File: src/shared/panel_seq_consts.svh
// Offsets, field positions, reset values and timing counts of the panel power sequencer.
// Assumes a single 100 MHz clock; included by every design file that needs a number.
`ifndef PANEL_SEQ_CONSTS_SVH
`define PANEL_SEQ_CONSTS_SVH

// ==========================================================================
// Register map
`define OFS_CTRL          8'h00
`define OFS_STATUS        8'h04
`define OFS_COM_HALF      8'h08

// ==========================================================================
// Field positions
`define CTRL_ON_BIT       0
`define CTRL_OFF_BIT      1
`define CTRL_SRC_BIT      2
`define CTRL_SIMUL_BIT    3
`define ST_ON_DONE_BIT    0
`define ST_OFF_DONE_BIT   1
`define ST_BUSY_BIT       2
`define ST_SUPPLY_BIT     3
`define ST_STATE_LSB      4
`define ST_STATE_MSB      6

// ==========================================================================
// Reset values
`define CTRL_SRC_RST      1'b0
`define CTRL_SIMUL_RST    1'b0
`define COM_HALF_RST      32'h02faf080

// ==========================================================================
// Timing, in the unit printed, then in clock cycles rounded up
`define CLK_MHZ           100
`define NS_TO_CYC(ns)     (((ns) * `CLK_MHZ + 999) / 1000)
`define US_TO_CYC(us)     ((us) * `CLK_MHZ)
`define LATCH_WAIT_US     30
`define POLINIT_WAIT_US   30
`define OFFLVL_WAIT_US    30
`define SIMUL_WAIT_US     100
`define SER_HALF_NS       500
`define SER_SETUP_NS      3000
`define SER_HOLD_NS       1000
`define SER_LOW_NS        1000
`define LATCH_WAIT_CYC    `US_TO_CYC(`LATCH_WAIT_US)
`define POLINIT_WAIT_CYC  `US_TO_CYC(`POLINIT_WAIT_US)
`define OFFLVL_WAIT_CYC   `US_TO_CYC(`OFFLVL_WAIT_US)
`define SIMUL_WAIT_CYC    `US_TO_CYC(`SIMUL_WAIT_US)
`define SER_HALF_CYC      `NS_TO_CYC(`SER_HALF_NS)
`define SER_SETUP_CYC     `NS_TO_CYC(`SER_SETUP_NS)
`define SER_HOLD_CYC      `NS_TO_CYC(`SER_HOLD_NS)
`define SER_LOW_CYC       `NS_TO_CYC(`SER_LOW_NS)
`define SER_BITS          16

`endif

File: src/shared/panel_seq_pkg.sv
// Types shared by the panel power sequencer and its serial frame sender.
// Assumes panel_seq_consts.svh for all numbers.
package panel_seq_pkg;

    // ======================================================================
    // Sequencer states Gray along the usual path; serial states too, except SR_GAP to SR_IDLE
    typedef enum logic [2:0] {
        SQ_IDLE     = 3'b000,
        SQ_SUPPLY   = 3'b001,
        SQ_ON_CLEAR = 3'b011,
        SQ_LATCH    = 3'b010,
        SQ_POLINIT  = 3'b110,
        SQ_RUN      = 3'b111,
        SQ_OFF_CLR  = 3'b101,
        SQ_OFF_WAIT = 3'b100
    } seq_state_t;

    typedef enum logic [2:0] {
        SR_IDLE  = 3'b000,
        SR_SETUP = 3'b001,
        SR_SHIFT = 3'b011,
        SR_HOLD  = 3'b010,
        SR_GAP   = 3'b110
    } ser_state_t;

    // ======================================================================
    // Pin groups
    typedef struct packed {
        logic sclk;
        logic si;
        logic panel_chip_select;
    } ser_pins_t;

    typedef struct packed {
        logic sclk;
        logic si;
        logic panel_chip_select;
        logic polarity_toggle_in;
        logic panel_show_pin;
        logic polarity_source_select;
    } panel_pins_t;

    // Mode bits of one frame: update_flag, polarity bit, clear_all_flag
    typedef struct packed {
        logic update_flag;
        logic polarity;
        logic clear_all_flag;
    } frame_mode_t;

endpackage
File: src/hw/frame_sender.sv
// Sends one 16-clock command frame to the panel: three mode bits, then dummy zeros.
// Assumes start is a one-cycle pulse from the same clock, taken only when idle.
`include "panel_seq_consts.svh"
module frame_sender
    import panel_seq_pkg::*;
(
    input  wire logic        clk,
    input  wire logic        rst,
    input  wire logic        start,
    input  frame_mode_t      mode,
    output ser_pins_t        pins,
    output logic             busy,
    output logic             done
);
    ser_state_t   state_ff;
    logic [15:0]  cnt_ff;
    logic [15:0]  shreg_ff;
    logic [5:0]   edges_ff;
    wire          cnt_zero = (cnt_ff == 16'h0000);
    wire          take     = start && (state_ff == SR_IDLE);

    assign busy = (state_ff != SR_IDLE);

    // ======================================================================
    // Frame timing: select setup, half clock periods, hold, low width
    always_ff @(posedge clk or posedge rst) begin
        if (rst) begin
            state_ff <= SR_IDLE;
            cnt_ff   <= 16'h0000;
            shreg_ff <= 16'h0000;
            edges_ff <= 6'h00;
            pins     <= '0;
            done     <= 1'b0;
        end else begin
            done <= 1'b0;
            case (state_ff)
                SR_IDLE: begin
                    if (take) begin
                        // Mode bits go out first, the rest stay low as dummy
                        shreg_ff <= {mode, 13'h0000};
                        pins.si <= mode.update_flag;
                        pins.panel_chip_select <= 1'b1;
                        cnt_ff   <= 16'(`SER_SETUP_CYC - 1);
                        state_ff <= SR_SETUP;
                    end
                end
                SR_SETUP: begin
                    cnt_ff <= cnt_ff - 16'h0001;
                    if (cnt_zero) begin
                        cnt_ff   <= 16'(`SER_HALF_CYC - 1);
                        edges_ff <= 6'(2 * `SER_BITS);
                        state_ff <= SR_SHIFT;
                    end
                end
                SR_SHIFT: begin
                    cnt_ff <= cnt_ff - 16'h0001;
                    if (cnt_zero) begin
                        cnt_ff    <= 16'(`SER_HALF_CYC - 1);
                        edges_ff  <= edges_ff - 6'h01;
                        pins.sclk <= ~pins.sclk;
                        // Data change on the falling edge, panel samples on rising
                        if (pins.sclk) begin
                            shreg_ff <= {shreg_ff[14:0], 1'b0};
                            pins.si  <= shreg_ff[14];
                        end
                        if (edges_ff == 6'h01) begin
                            cnt_ff   <= 16'(`SER_HOLD_CYC - 1);
                            state_ff <= SR_HOLD;
                        end
                    end
                end
                SR_HOLD: begin
                    cnt_ff <= cnt_ff - 16'h0001;
                    if (cnt_zero) begin
                        pins     <= '0;
                        cnt_ff   <= 16'(`SER_LOW_CYC - 1);
                        state_ff <= SR_GAP;
                    end
                end
                SR_GAP: begin
                    cnt_ff <= cnt_ff - 16'h0001;
                    if (cnt_zero) begin
                        done     <= 1'b1;
                        state_ff <= SR_IDLE;
                    end
                end
                default: begin
                    pins     <= '0;
                    state_ff <= SR_IDLE;
                end
            endcase
        end
    end
endmodule

File: src/hw/panel_power_seq.sv
// Power-on and power-off sequencer for a memory display panel, AXI4-Lite controlled.
// Assumes supplies are switched by SUPPLY_EN and report back on SUPPLY_GOOD.
//
// Functional notes
// - Source select high: panel inverts polarity from the toggle input.
// - Source select low: panel inverts polarity from the serial polarity flag.
// - After supplies rise, host clears pixel memory with the clear-all command.
// - Host allows 30 us after clearing for the polarity latch release.
// - Host allows 30 us for polarity initialisation before normal operation.
// - Release and polarity steps in either order; toggles ignored while show low.
// - Show pin and toggle started together: 100 us before chip select.
// - At power-off the host first clears pixel memory the same way.
// - After power-off clearing, host waits 30 us before supplies fall.
// - Clearing uses normal chip select and serial clock driving.
// - Clear-all frame: update flag low, clear-all flag high.
// - Host keeps toggle frequency below the frame frequency.
`include "panel_seq_consts.svh"
module panel_power_seq
    import panel_seq_pkg::*;
#(
    parameter int unsigned SIMUL_WAIT = `SIMUL_WAIT_CYC
) (
    input  wire logic        MCLK,
    input  wire logic        RST,
    input  wire logic [7:0]  S_AXI_AWADDR,
    input  wire logic        S_AXI_AWVALID,
    output logic             S_AXI_AWREADY,
    input  wire logic [31:0] S_AXI_WDATA,
    input  wire logic [3:0]  S_AXI_WSTRB,
    input  wire logic        S_AXI_WVALID,
    output logic             S_AXI_WREADY,
    output logic [1:0]       S_AXI_BRESP,
    output logic             S_AXI_BVALID,
    input  wire logic        S_AXI_BREADY,
    input  wire logic [7:0]  S_AXI_ARADDR,
    input  wire logic        S_AXI_ARVALID,
    output logic             S_AXI_ARREADY,
    output logic [31:0]      S_AXI_RDATA,
    output logic [1:0]       S_AXI_RRESP,
    output logic             S_AXI_RVALID,
    input  wire logic        S_AXI_RREADY,
    input  wire logic        SUPPLY_GOOD,
    output logic             SUPPLY_EN,
    output panel_pins_t      PANEL
);
    // ======================================================================
    // Declarations
    seq_state_t   state_ff;
    seq_state_t   nxt_state;
    logic [31:0]  timer_ff;
    logic [31:0]  com_half_ff;
    logic [31:0]  com_cnt_ff;
    logic         common_electrode_level_ff;
    logic         src_ff;
    logic         simul_ff;
    logic         on_req_ff;
    logic         off_req_ff;
    logic         on_done_ff;
    logic         off_done_ff;
    logic         issued_ff;
    logic         show_ff;
    logic         tog_ff;
    logic         supply_ok;
    ser_pins_t    ser_pins;
    logic         ser_busy;
    logic         ser_done;

    // ======================================================================
    // Bus decode
    wire          wr_take   = S_AXI_AWREADY && S_AXI_AWVALID && S_AXI_WVALID;
    wire          wr_go     = S_AXI_AWVALID && S_AXI_WVALID && !S_AXI_AWREADY
                              && !S_AXI_BVALID;
    wire          rd_take   = S_AXI_ARREADY && S_AXI_ARVALID;
    wire          rd_go     = S_AXI_ARVALID && !S_AXI_ARREADY && !S_AXI_RVALID;
    wire          wr_ctrl   = wr_take && (S_AXI_AWADDR == `OFS_CTRL) && S_AXI_WSTRB[0];
    wire          wr_com    = wr_take && (S_AXI_AWADDR == `OFS_COM_HALF);
    wire          wr_status = (S_AXI_AWADDR == `OFS_STATUS);
    wire          wr_ok     = wr_status || (S_AXI_AWADDR == `OFS_CTRL)
                              || (S_AXI_AWADDR == `OFS_COM_HALF);
    wire          rd_ctrl   = (S_AXI_ARADDR == `OFS_CTRL);
    wire          rd_status = (S_AXI_ARADDR == `OFS_STATUS);
    wire          rd_com    = (S_AXI_ARADDR == `OFS_COM_HALF);
    wire          rd_ok     = rd_ctrl || rd_status || rd_com;
    wire [31:0]   com_wmask = {{8{S_AXI_WSTRB[3]}}, {8{S_AXI_WSTRB[2]}},
                               {8{S_AXI_WSTRB[1]}}, {8{S_AXI_WSTRB[0]}}};
    wire [31:0]   ctrl_word = {28'h0000000, simul_ff, src_ff, 2'b00};
    wire [31:0]   stat_word = {25'h0000000, state_ff, supply_ok,
                               (state_ff != SQ_IDLE), off_done_ff, on_done_ff};
    wire [31:0]   rd_word   = rd_ctrl ? ctrl_word : rd_status ? stat_word
                              : rd_com ? com_half_ff : 32'h00000000;

    // ======================================================================
    // Sequencer decode
    wire          timer_zero = (timer_ff == 32'h00000000);
    wire          clr_state  = (state_ff == SQ_ON_CLEAR) || (state_ff == SQ_OFF_CLR);
    // Panel ignores toggles while the show pin is low, so the toggle runs after release, or from the show pin rise when simul_ff is set
    wire          pol_run    = (state_ff == SQ_POLINIT) || (state_ff == SQ_RUN)
                               || ((state_ff == SQ_LATCH) && simul_ff)
                               || (state_ff == SQ_OFF_CLR) || (state_ff == SQ_OFF_WAIT);
    wire          com_tick   = pol_run && (com_cnt_ff == 32'h00000000);
    wire          run_show   = (state_ff != SQ_IDLE) && (state_ff != SQ_SUPPLY)
                               && (state_ff != SQ_ON_CLEAR);
    wire          clr_start  = clr_state && !issued_ff && !ser_busy;
    // Serial polarity frames only when the panel takes polarity from the flag
    wire          pol_start  = (state_ff == SQ_RUN) && !src_ff && com_tick
                               && !ser_busy;
    wire          ser_start  = clr_start || pol_start;
    wire          clr_done   = clr_state && issued_ff && ser_done;
    // Clear-all: update flag low, clear-all flag high; else a plain display frame
    wire frame_mode_t ser_mode = {1'b0, common_electrode_level_ff, clr_state};
    wire          seq_move   = (nxt_state != state_ff);

    always_comb begin
        nxt_state = state_ff;
        case (state_ff)
            SQ_IDLE:     if (on_req_ff) nxt_state = SQ_SUPPLY;
            // Nothing moves on the pins until the supply reports good
            SQ_SUPPLY:   if (off_req_ff) nxt_state = SQ_IDLE;
                         else if (supply_ok) nxt_state = SQ_ON_CLEAR;
            SQ_ON_CLEAR: if (clr_done) nxt_state = SQ_LATCH;
            SQ_LATCH:    if (timer_zero) nxt_state = simul_ff ? SQ_RUN : SQ_POLINIT;
            SQ_POLINIT:  if (timer_zero) nxt_state = SQ_RUN;
            SQ_RUN:      if (off_req_ff) nxt_state = SQ_OFF_CLR;
            SQ_OFF_CLR:  if (clr_done) nxt_state = SQ_OFF_WAIT;
            SQ_OFF_WAIT: if (timer_zero) nxt_state = SQ_IDLE;
            default:     nxt_state = SQ_IDLE;
        endcase
    end

    // ======================================================================
    // Bus slave
    always_ff @(posedge MCLK or posedge RST) begin
        if (RST) begin
            S_AXI_AWREADY <= 1'b0;
            S_AXI_WREADY  <= 1'b0;
            S_AXI_BVALID  <= 1'b0;
            S_AXI_BRESP   <= 2'b00;
        end else begin
            S_AXI_AWREADY <= wr_go;
            S_AXI_WREADY  <= wr_go;
            if (wr_take) begin
                S_AXI_BVALID <= 1'b1;
                S_AXI_BRESP  <= wr_ok ? 2'b00 : 2'b10;
            end else if (S_AXI_BREADY) begin
                S_AXI_BVALID <= 1'b0;
            end
        end
    end

    always_ff @(posedge MCLK or posedge RST) begin
        if (RST) begin
            S_AXI_ARREADY <= 1'b0;
            S_AXI_RVALID  <= 1'b0;
            S_AXI_RDATA   <= 32'h00000000;
            S_AXI_RRESP   <= 2'b00;
        end else begin
            S_AXI_ARREADY <= rd_go;
            if (rd_take) begin
                S_AXI_RVALID <= 1'b1;
                S_AXI_RDATA  <= rd_word;
                S_AXI_RRESP  <= rd_ok ? 2'b00 : 2'b10;
            end else if (S_AXI_RREADY) begin
                S_AXI_RVALID <= 1'b0;
            end
        end
    end

    // ======================================================================
    // Control registers; a request waits in its flag until the sequencer takes it
    always_ff @(posedge MCLK or posedge RST) begin
        if (RST) begin
            src_ff      <= `CTRL_SRC_RST;
            simul_ff    <= `CTRL_SIMUL_RST;
            com_half_ff <= `COM_HALF_RST;
            on_req_ff   <= 1'b0;
            off_req_ff  <= 1'b0;
        end else begin
            if (wr_ctrl) begin
                src_ff   <= S_AXI_WDATA[`CTRL_SRC_BIT];
                simul_ff <= S_AXI_WDATA[`CTRL_SIMUL_BIT];
            end
            if (wr_com) begin
                com_half_ff <= (S_AXI_WDATA & com_wmask) | (com_half_ff & ~com_wmask);
            end
            on_req_ff  <= (wr_ctrl && S_AXI_WDATA[`CTRL_ON_BIT])
                          || (on_req_ff && (state_ff != SQ_IDLE));
            off_req_ff <= (wr_ctrl && S_AXI_WDATA[`CTRL_OFF_BIT])
                          || (off_req_ff && (state_ff != SQ_RUN) && (state_ff != SQ_SUPPLY));
        end
    end

    // ======================================================================
    // Sequencer and wait timer
    always_ff @(posedge MCLK or posedge RST) begin
        if (RST) begin
            state_ff  <= SQ_IDLE;
            timer_ff  <= 32'h00000000;
            issued_ff <= 1'b0;
        end else begin
            state_ff  <= nxt_state;
            issued_ff <= seq_move ? 1'b0 : (issued_ff || clr_start);
            if (seq_move) begin
                case (nxt_state)
                    // Waits rounded up to whole cycles, counted down to zero
                    SQ_LATCH:    timer_ff <= simul_ff ? 32'(SIMUL_WAIT - 1)
                                          : 32'(`LATCH_WAIT_CYC - 1);
                    SQ_POLINIT:  timer_ff <= 32'(`POLINIT_WAIT_CYC - 1);
                    SQ_OFF_WAIT: timer_ff <= 32'(`OFFLVL_WAIT_CYC - 1);
                    default:     timer_ff <= 32'h00000000;
                endcase
            end else if (!timer_zero) begin
                timer_ff <= timer_ff - 32'h00000001;
            end
        end
    end

    // ======================================================================
    // Done status: set on completion wins over the clear by a new request
    always_ff @(posedge MCLK or posedge RST) begin
        if (RST) begin
            on_done_ff  <= 1'b0;
            off_done_ff <= 1'b0;
        end else begin
            on_done_ff  <= (seq_move && (nxt_state == SQ_RUN))
                           || (on_done_ff && !(state_ff == SQ_RUN && off_req_ff));
            off_done_ff <= (seq_move && (nxt_state == SQ_IDLE) && (state_ff == SQ_OFF_WAIT))
                           || (off_done_ff && !(state_ff == SQ_IDLE && on_req_ff));
        end
    end

    // ======================================================================
    // Polarity timebase; the half period must keep the toggle below frame rate
    always_ff @(posedge MCLK or posedge RST) begin
        if (RST) begin
            com_cnt_ff <= 32'h00000000;
            common_electrode_level_ff    <= 1'b0;
        end else if (!pol_run) begin
            com_cnt_ff <= com_half_ff;
            common_electrode_level_ff    <= 1'b0;
        end else if (com_tick) begin
            com_cnt_ff <= com_half_ff;
            common_electrode_level_ff    <= ~common_electrode_level_ff;
        end else begin
            com_cnt_ff <= com_cnt_ff - 32'h00000001;
        end
    end

    // ======================================================================
    // Panel level pins
    always_ff @(posedge MCLK or posedge RST) begin
        if (RST) begin
            SUPPLY_EN <= 1'b0;
            show_ff   <= 1'b0;
            tog_ff    <= 1'b0;
        end else begin
            // Supply drops on the same edge as the show and toggle pins go idle
            SUPPLY_EN <= (nxt_state != SQ_IDLE) || (state_ff != SQ_IDLE);
            show_ff   <= run_show;
            // Rising edges carry the polarity in external mode
            tog_ff    <= src_ff && pol_run && common_electrode_level_ff;
        end
    end

    assign PANEL.sclk                   = ser_pins.sclk;
    assign PANEL.si                     = ser_pins.si;
    assign PANEL.panel_chip_select      = ser_pins.panel_chip_select;
    assign PANEL.polarity_toggle_in     = tog_ff;
    assign PANEL.panel_show_pin         = show_ff;
    assign PANEL.polarity_source_select = src_ff;

    // ======================================================================
    // Submodules
    sync_two_ff u_sync (
        .clk  (MCLK),
        .rst  (RST),
        .din  (SUPPLY_GOOD),
        .dout (supply_ok)
    );

    // Clearing uses the normal chip select and clock timing
    frame_sender u_frame (
        .clk   (MCLK),
        .rst   (RST),
        .start (ser_start),
        .mode  (ser_mode),
        .pins  (ser_pins),
        .busy  (ser_busy),
        .done  (ser_done)
    );
endmodule

File: src/hw/sync_two_ff.sv
// Two-flip-flop synchroniser for one level from outside the clock domain.
// Assumes the level is slow against the clock.
module sync_two_ff (
    input  wire logic clk,
    input  wire logic rst,
    input  wire logic din,
    output logic      dout
);
    logic meta_ff;

    // ======================================================================
    // Only the second stage is visible to logic
    always_ff @(posedge clk or posedge rst) begin
        if (rst) begin
            meta_ff <= 1'b0;
            dout    <= 1'b0;
        end else begin
            meta_ff <= din;
            dout    <= meta_ff;
        end
    end
endmodule

File: config.mk
export PLATFORM = sky130hd
export DESIGN_NAME = panel_power_seq
export DESIGN_NICKNAME = d
export VERILOG_FILES = /design/src/shared/panel_seq_pkg.sv /design/src/hw/frame_sender.sv /design/src/hw/panel_power_seq.sv /design/src/hw/sync_two_ff.sv
export VERILOG_INCLUDE_DIRS = /design/src /design/src/shared
export SDC_FILE = /design/constraint.sdc
export NUM_CORES = 1
export LEC_CHECK = 0
export BUFFER_PORTS_ARGS = -buffer_cell sky130_fd_sc_hd__buf_4
export CAP_MARGIN = 20
export CORE_MARGIN = 1
export CORE_UTILIZATION = 30
export CTS_BUF_LIST = sky130_fd_sc_hd__clkbuf_8
export CTS_CLUSTER_DIAMETER = 40
export DETAILED_ROUTE_END_ITERATION = 16
export SLEW_MARGIN = 20
export SYNTH_ARGS = -nofsm -noshare
export SYNTH_HDL_FRONTEND = slang
export SYNTH_SLANG_ARGS = --single-unit
File: constraint.sdc
create_clock -name MCLK -period 5.4 [get_ports MCLK]
set_clock_uncertainty 0.2 [all_clocks]
set_input_delay 0.27 -clock MCLK [delete_from_list [all_inputs] [get_ports MCLK]]
set_output_delay 0.27 -clock MCLK [all_outputs]
set_load 0.1 [all_outputs]
==> flow_summary_export.csv <==
group,metric,value,unit
logic_synthesis,yosys_most_used_dff,"dfrtp_1",
clocking,htreeDepth,4,
timing,rsz0062_at_grt,"false",
power_and_ir_drop,ir_drop,0.1334,mV
timing,slew_headroom,36.44,%
clocking,clock_latency,480,ps
global_route,grt_use_total,13.83,%
route,vias_per_cell,4.895,
timing,fmax,0.3055,GHz
clocking,cts_sinks,181,
setup_path,crit_start,"com_cnt_ff[18]$_DFF_PP0_",
setup_path,crit_fanout,6,
route,dr_wl_met2,8.750,mm
layout,final_nets,1041,
floorplanning,dieArea,29380,µm²
power_and_ir_drop,powerDensity,317.9,nW/µm²
timing,tns,0,ps
run_status,status,"completed",
route,highest_layer,"met4",
place,pre_cts_slack,1843,ps
place,place.gp.congestion,0.7786,
setup_path,end_kind,"register",
global_route,antenna_found_initial,0,
layout,antennaDiodeCount,0,
clocking,cts_made_buffers,17,
setup_path,r2r_start,"com_cnt_ff[18]$_DFF_PP0_",
place,dp_hpwl,13.31,mm
logic_synthesis,syn_area,8611,µm²
clocking,ctsResizeCount,0,
floorplanning,die_h,171.4,µm
logic_synthesis,synthCells,834,
route,wl_met3,718,µm
timing,setup_ws,2127,ps
global_route,grt_pass1_wl,32.55,mm
timing,finalCriticalPeriod,3273,ps
timing,worst_pin_slew,929.3,ps
setup_path,path_class,"register to register",
timing,worst_hold_slack,81.73,ps
route,wl_met1,9.766,mm
route,ant_nets,0,
route,routed-via-count,6682,
clocking,postCtsSetupBuffers,0,
logic_synthesis,synth.avg_cell_area,10.32,µm²
logic_synthesis,yosysUniqueCellTypes,60,
power_and_ir_drop,p_leak,4.901,nW
logic_synthesis,ys_seq_area_share,52.78,%
floorplanning,start_util,30.74,%
clocking,tritoncts,"yes",
floorplanning,core,28010,µm²
route,route.detailed.drc,0,
global_route,grt_overflow,0,
clocking,clkTransAtPathRegs,110,ps
layout,synthToLayoutAreaGrowth,23.87,%
global_route,grt_pass1_vias,6415,
route,wl_per_cell,14.24,µm
layout,drive_above_1_share,21.68,%
logic_synthesis,synth_edf_count,0,
floorplanning,io_pins,108,
logic_synthesis,synth_top_family_by_area,"simple AND/OR/NAND/NOR gates",
layout,final_area,10670,µm²
floorplanning,dieWidth,171.4,µm
job,drv_cap,0,
route,drt_pre_antenna_iters,5,
clocking,clock_path_buffers,2,
timing,period_share,60.61,%
timing,setup_violations,0,
logic_synthesis,synthAdderAreaFrac,1.017,%
logic_synthesis,synth-simple-area-share,18.05,%
timing,final_hold_viol_count,0,
route,drtIter0Drc,256,
clocking,ctsRootBufferMaster,"clkbuf_8",
worst_hold_path,min_from,"S_AXI_ARADDR[1]",
setup_path,cp.arrival,3430,ps
logic_synthesis,async_reset_ff_share,100.0,%
setup_path,cp-start-kind,"register",
floorplanning,num_rows,61,
setup_path,crit_required,5560,ps
logic_synthesis,synth-xor-area-share,6.103,%
logic_synthesis,synth.area.mux_share,5.071,%
global_route,grt_max_degree,102,
worst_hold_path,min_path_type,"input pin to register",
logic_synthesis,synth-seq-cells,181,
place,portBuffers,105,
logic_synthesis,synth_compound_area_share,13.73,%
place,placed_cell_area,9752,µm²
route,drt_wl_total,19.44,mm
logic_synthesis,synth-warning-count,0,
timing,finalMaxSlewViolations,0,
## where the power goes
group          internal (W)  switching (W)  total [W]
Sequential          0.00154       0.000199    0.00174
Clock              0.000394       0.000566   0.000960
Combinational      0.000319       0.000377   0.000696
Total               0.00225        0.00114    0.00339
## metrics by stage
stage	utilization, %	power (W)	std cells
2_1_floorplan	-	0.002244	835
3_3_place_gp	34.81	0.002410	1284
3_5_place_dp	34.81	0.002425	1284
4_1_cts	38.02	0.003422	1364
5_1_grt	38.08	0.003585	1365
6_report	38.08	0.003391	1365
## cells by family after synthesis
logic type	Yosys count
and+or+nand+nor	302
AOI/OAI and AO/OA	182
DFF	181
buffers and inverters	62
xor gates and xnor gates	60
muxes	39
adders and majority gates	7
other	1
## cell usage in the layout (no fill, tap or decap), types with 8 or more instances in the layout
master         instances
nand2_1               79
dfrtp_1              169
xnor2_1               50
nand2b_1               8
buf_4                112
nor3_1                32
a31oi_1               12
nor4_1                32
inv_1                 20
a21oi_1               25
o21ai_1               10
dfstp_2               12
clkbuf_8              17
dlygate4sd3_1         48
a22o_1                31
o21ai_0               60
or3_1                 19
mux2_2                37
nor2_1                67
or4_1                 13
xor2_1                10
## cells in the mapped netlist, types with 11 or more instances
| cell type | n | area share, % |
|---|---|---|
| a21oi_1 | 25 | 1.5 |
| a22o_1 | 31 | 3.2 |
| a31oi_1 | 12 | 0.87 |
| clkbuf_1 | 28 | 1.2 |
| dfrtp_1 | 169 | 49 |
| dfstp_2 | 12 | 3.7 |
| inv_1 | 21 | 0.92 |
| mux2_2 | 37 | 4.8 |
| nand2_1 | 79 | 3.4 |
| nor2_1 | 67 | 2.9 |
| nor3_1 | 32 | 1.9 |
| nor4_1 | 32 | 2.3 |
| o21ai_0 | 60 | 3.5 |
| o21ai_1 | 11 | 0.64 |
| or3_1 | 19 | 1.4 |
| or4_1 | 13 | 1.1 |
| xnor2_1 | 50 | 5.1 |
## final cells by class
type                       count  area, µm²
clock buffer                  17      234.0
clock inverter                15      183.9
fill                        2758      17340
inverter                      21      83.83
multi-input combinational    592       3815
sequential                   181       4544
tap                          378      473.0
timing repair buffer         161       1333
## layer usage
metal	up-vias	GRT usage, %
met5	-	0
li1	3269	-
met2	140	21.25
met4	0	3.688
met3	14	2.531
met1	3259	19.82
## repair_timing
item,CTS,global route
endpoints found under the setup margin,0,0
hold endpoints to repair,140,0
hold buffers,48,0
## worst max-delay path, stage by stage (launching register included)
cell and delay, ps:
dfrtp_1 430, or4_1 620, nor4_1 610, nand4_1 320
a211oi_2 570, a31oi_1 130, mux2_2 300
## final timing paths
kind                       slack, ps  depth (start not counted)                          endpoint
hold reg to reg                  150                          0             u_sync.dout$_DFF_PP0_
hold / removal                    80                          4        S_AXI_RDATA[6]$_DFFE_PP0P_
setup reg to reg                2130                          6  u_frame.shreg_ff[14]$_DFFE_PP0P_
min in group asynchronous        320                          3       S_AXI_RDATA[10]$_DFFE_PP0P_
max in group asynchronous       3500                          4          com_cnt_ff[28]$_DFF_PP0_
setup / recovery                2130                          6  u_frame.shreg_ff[14]$_DFFE_PP0P_
(Power assumes the default switching activity.)
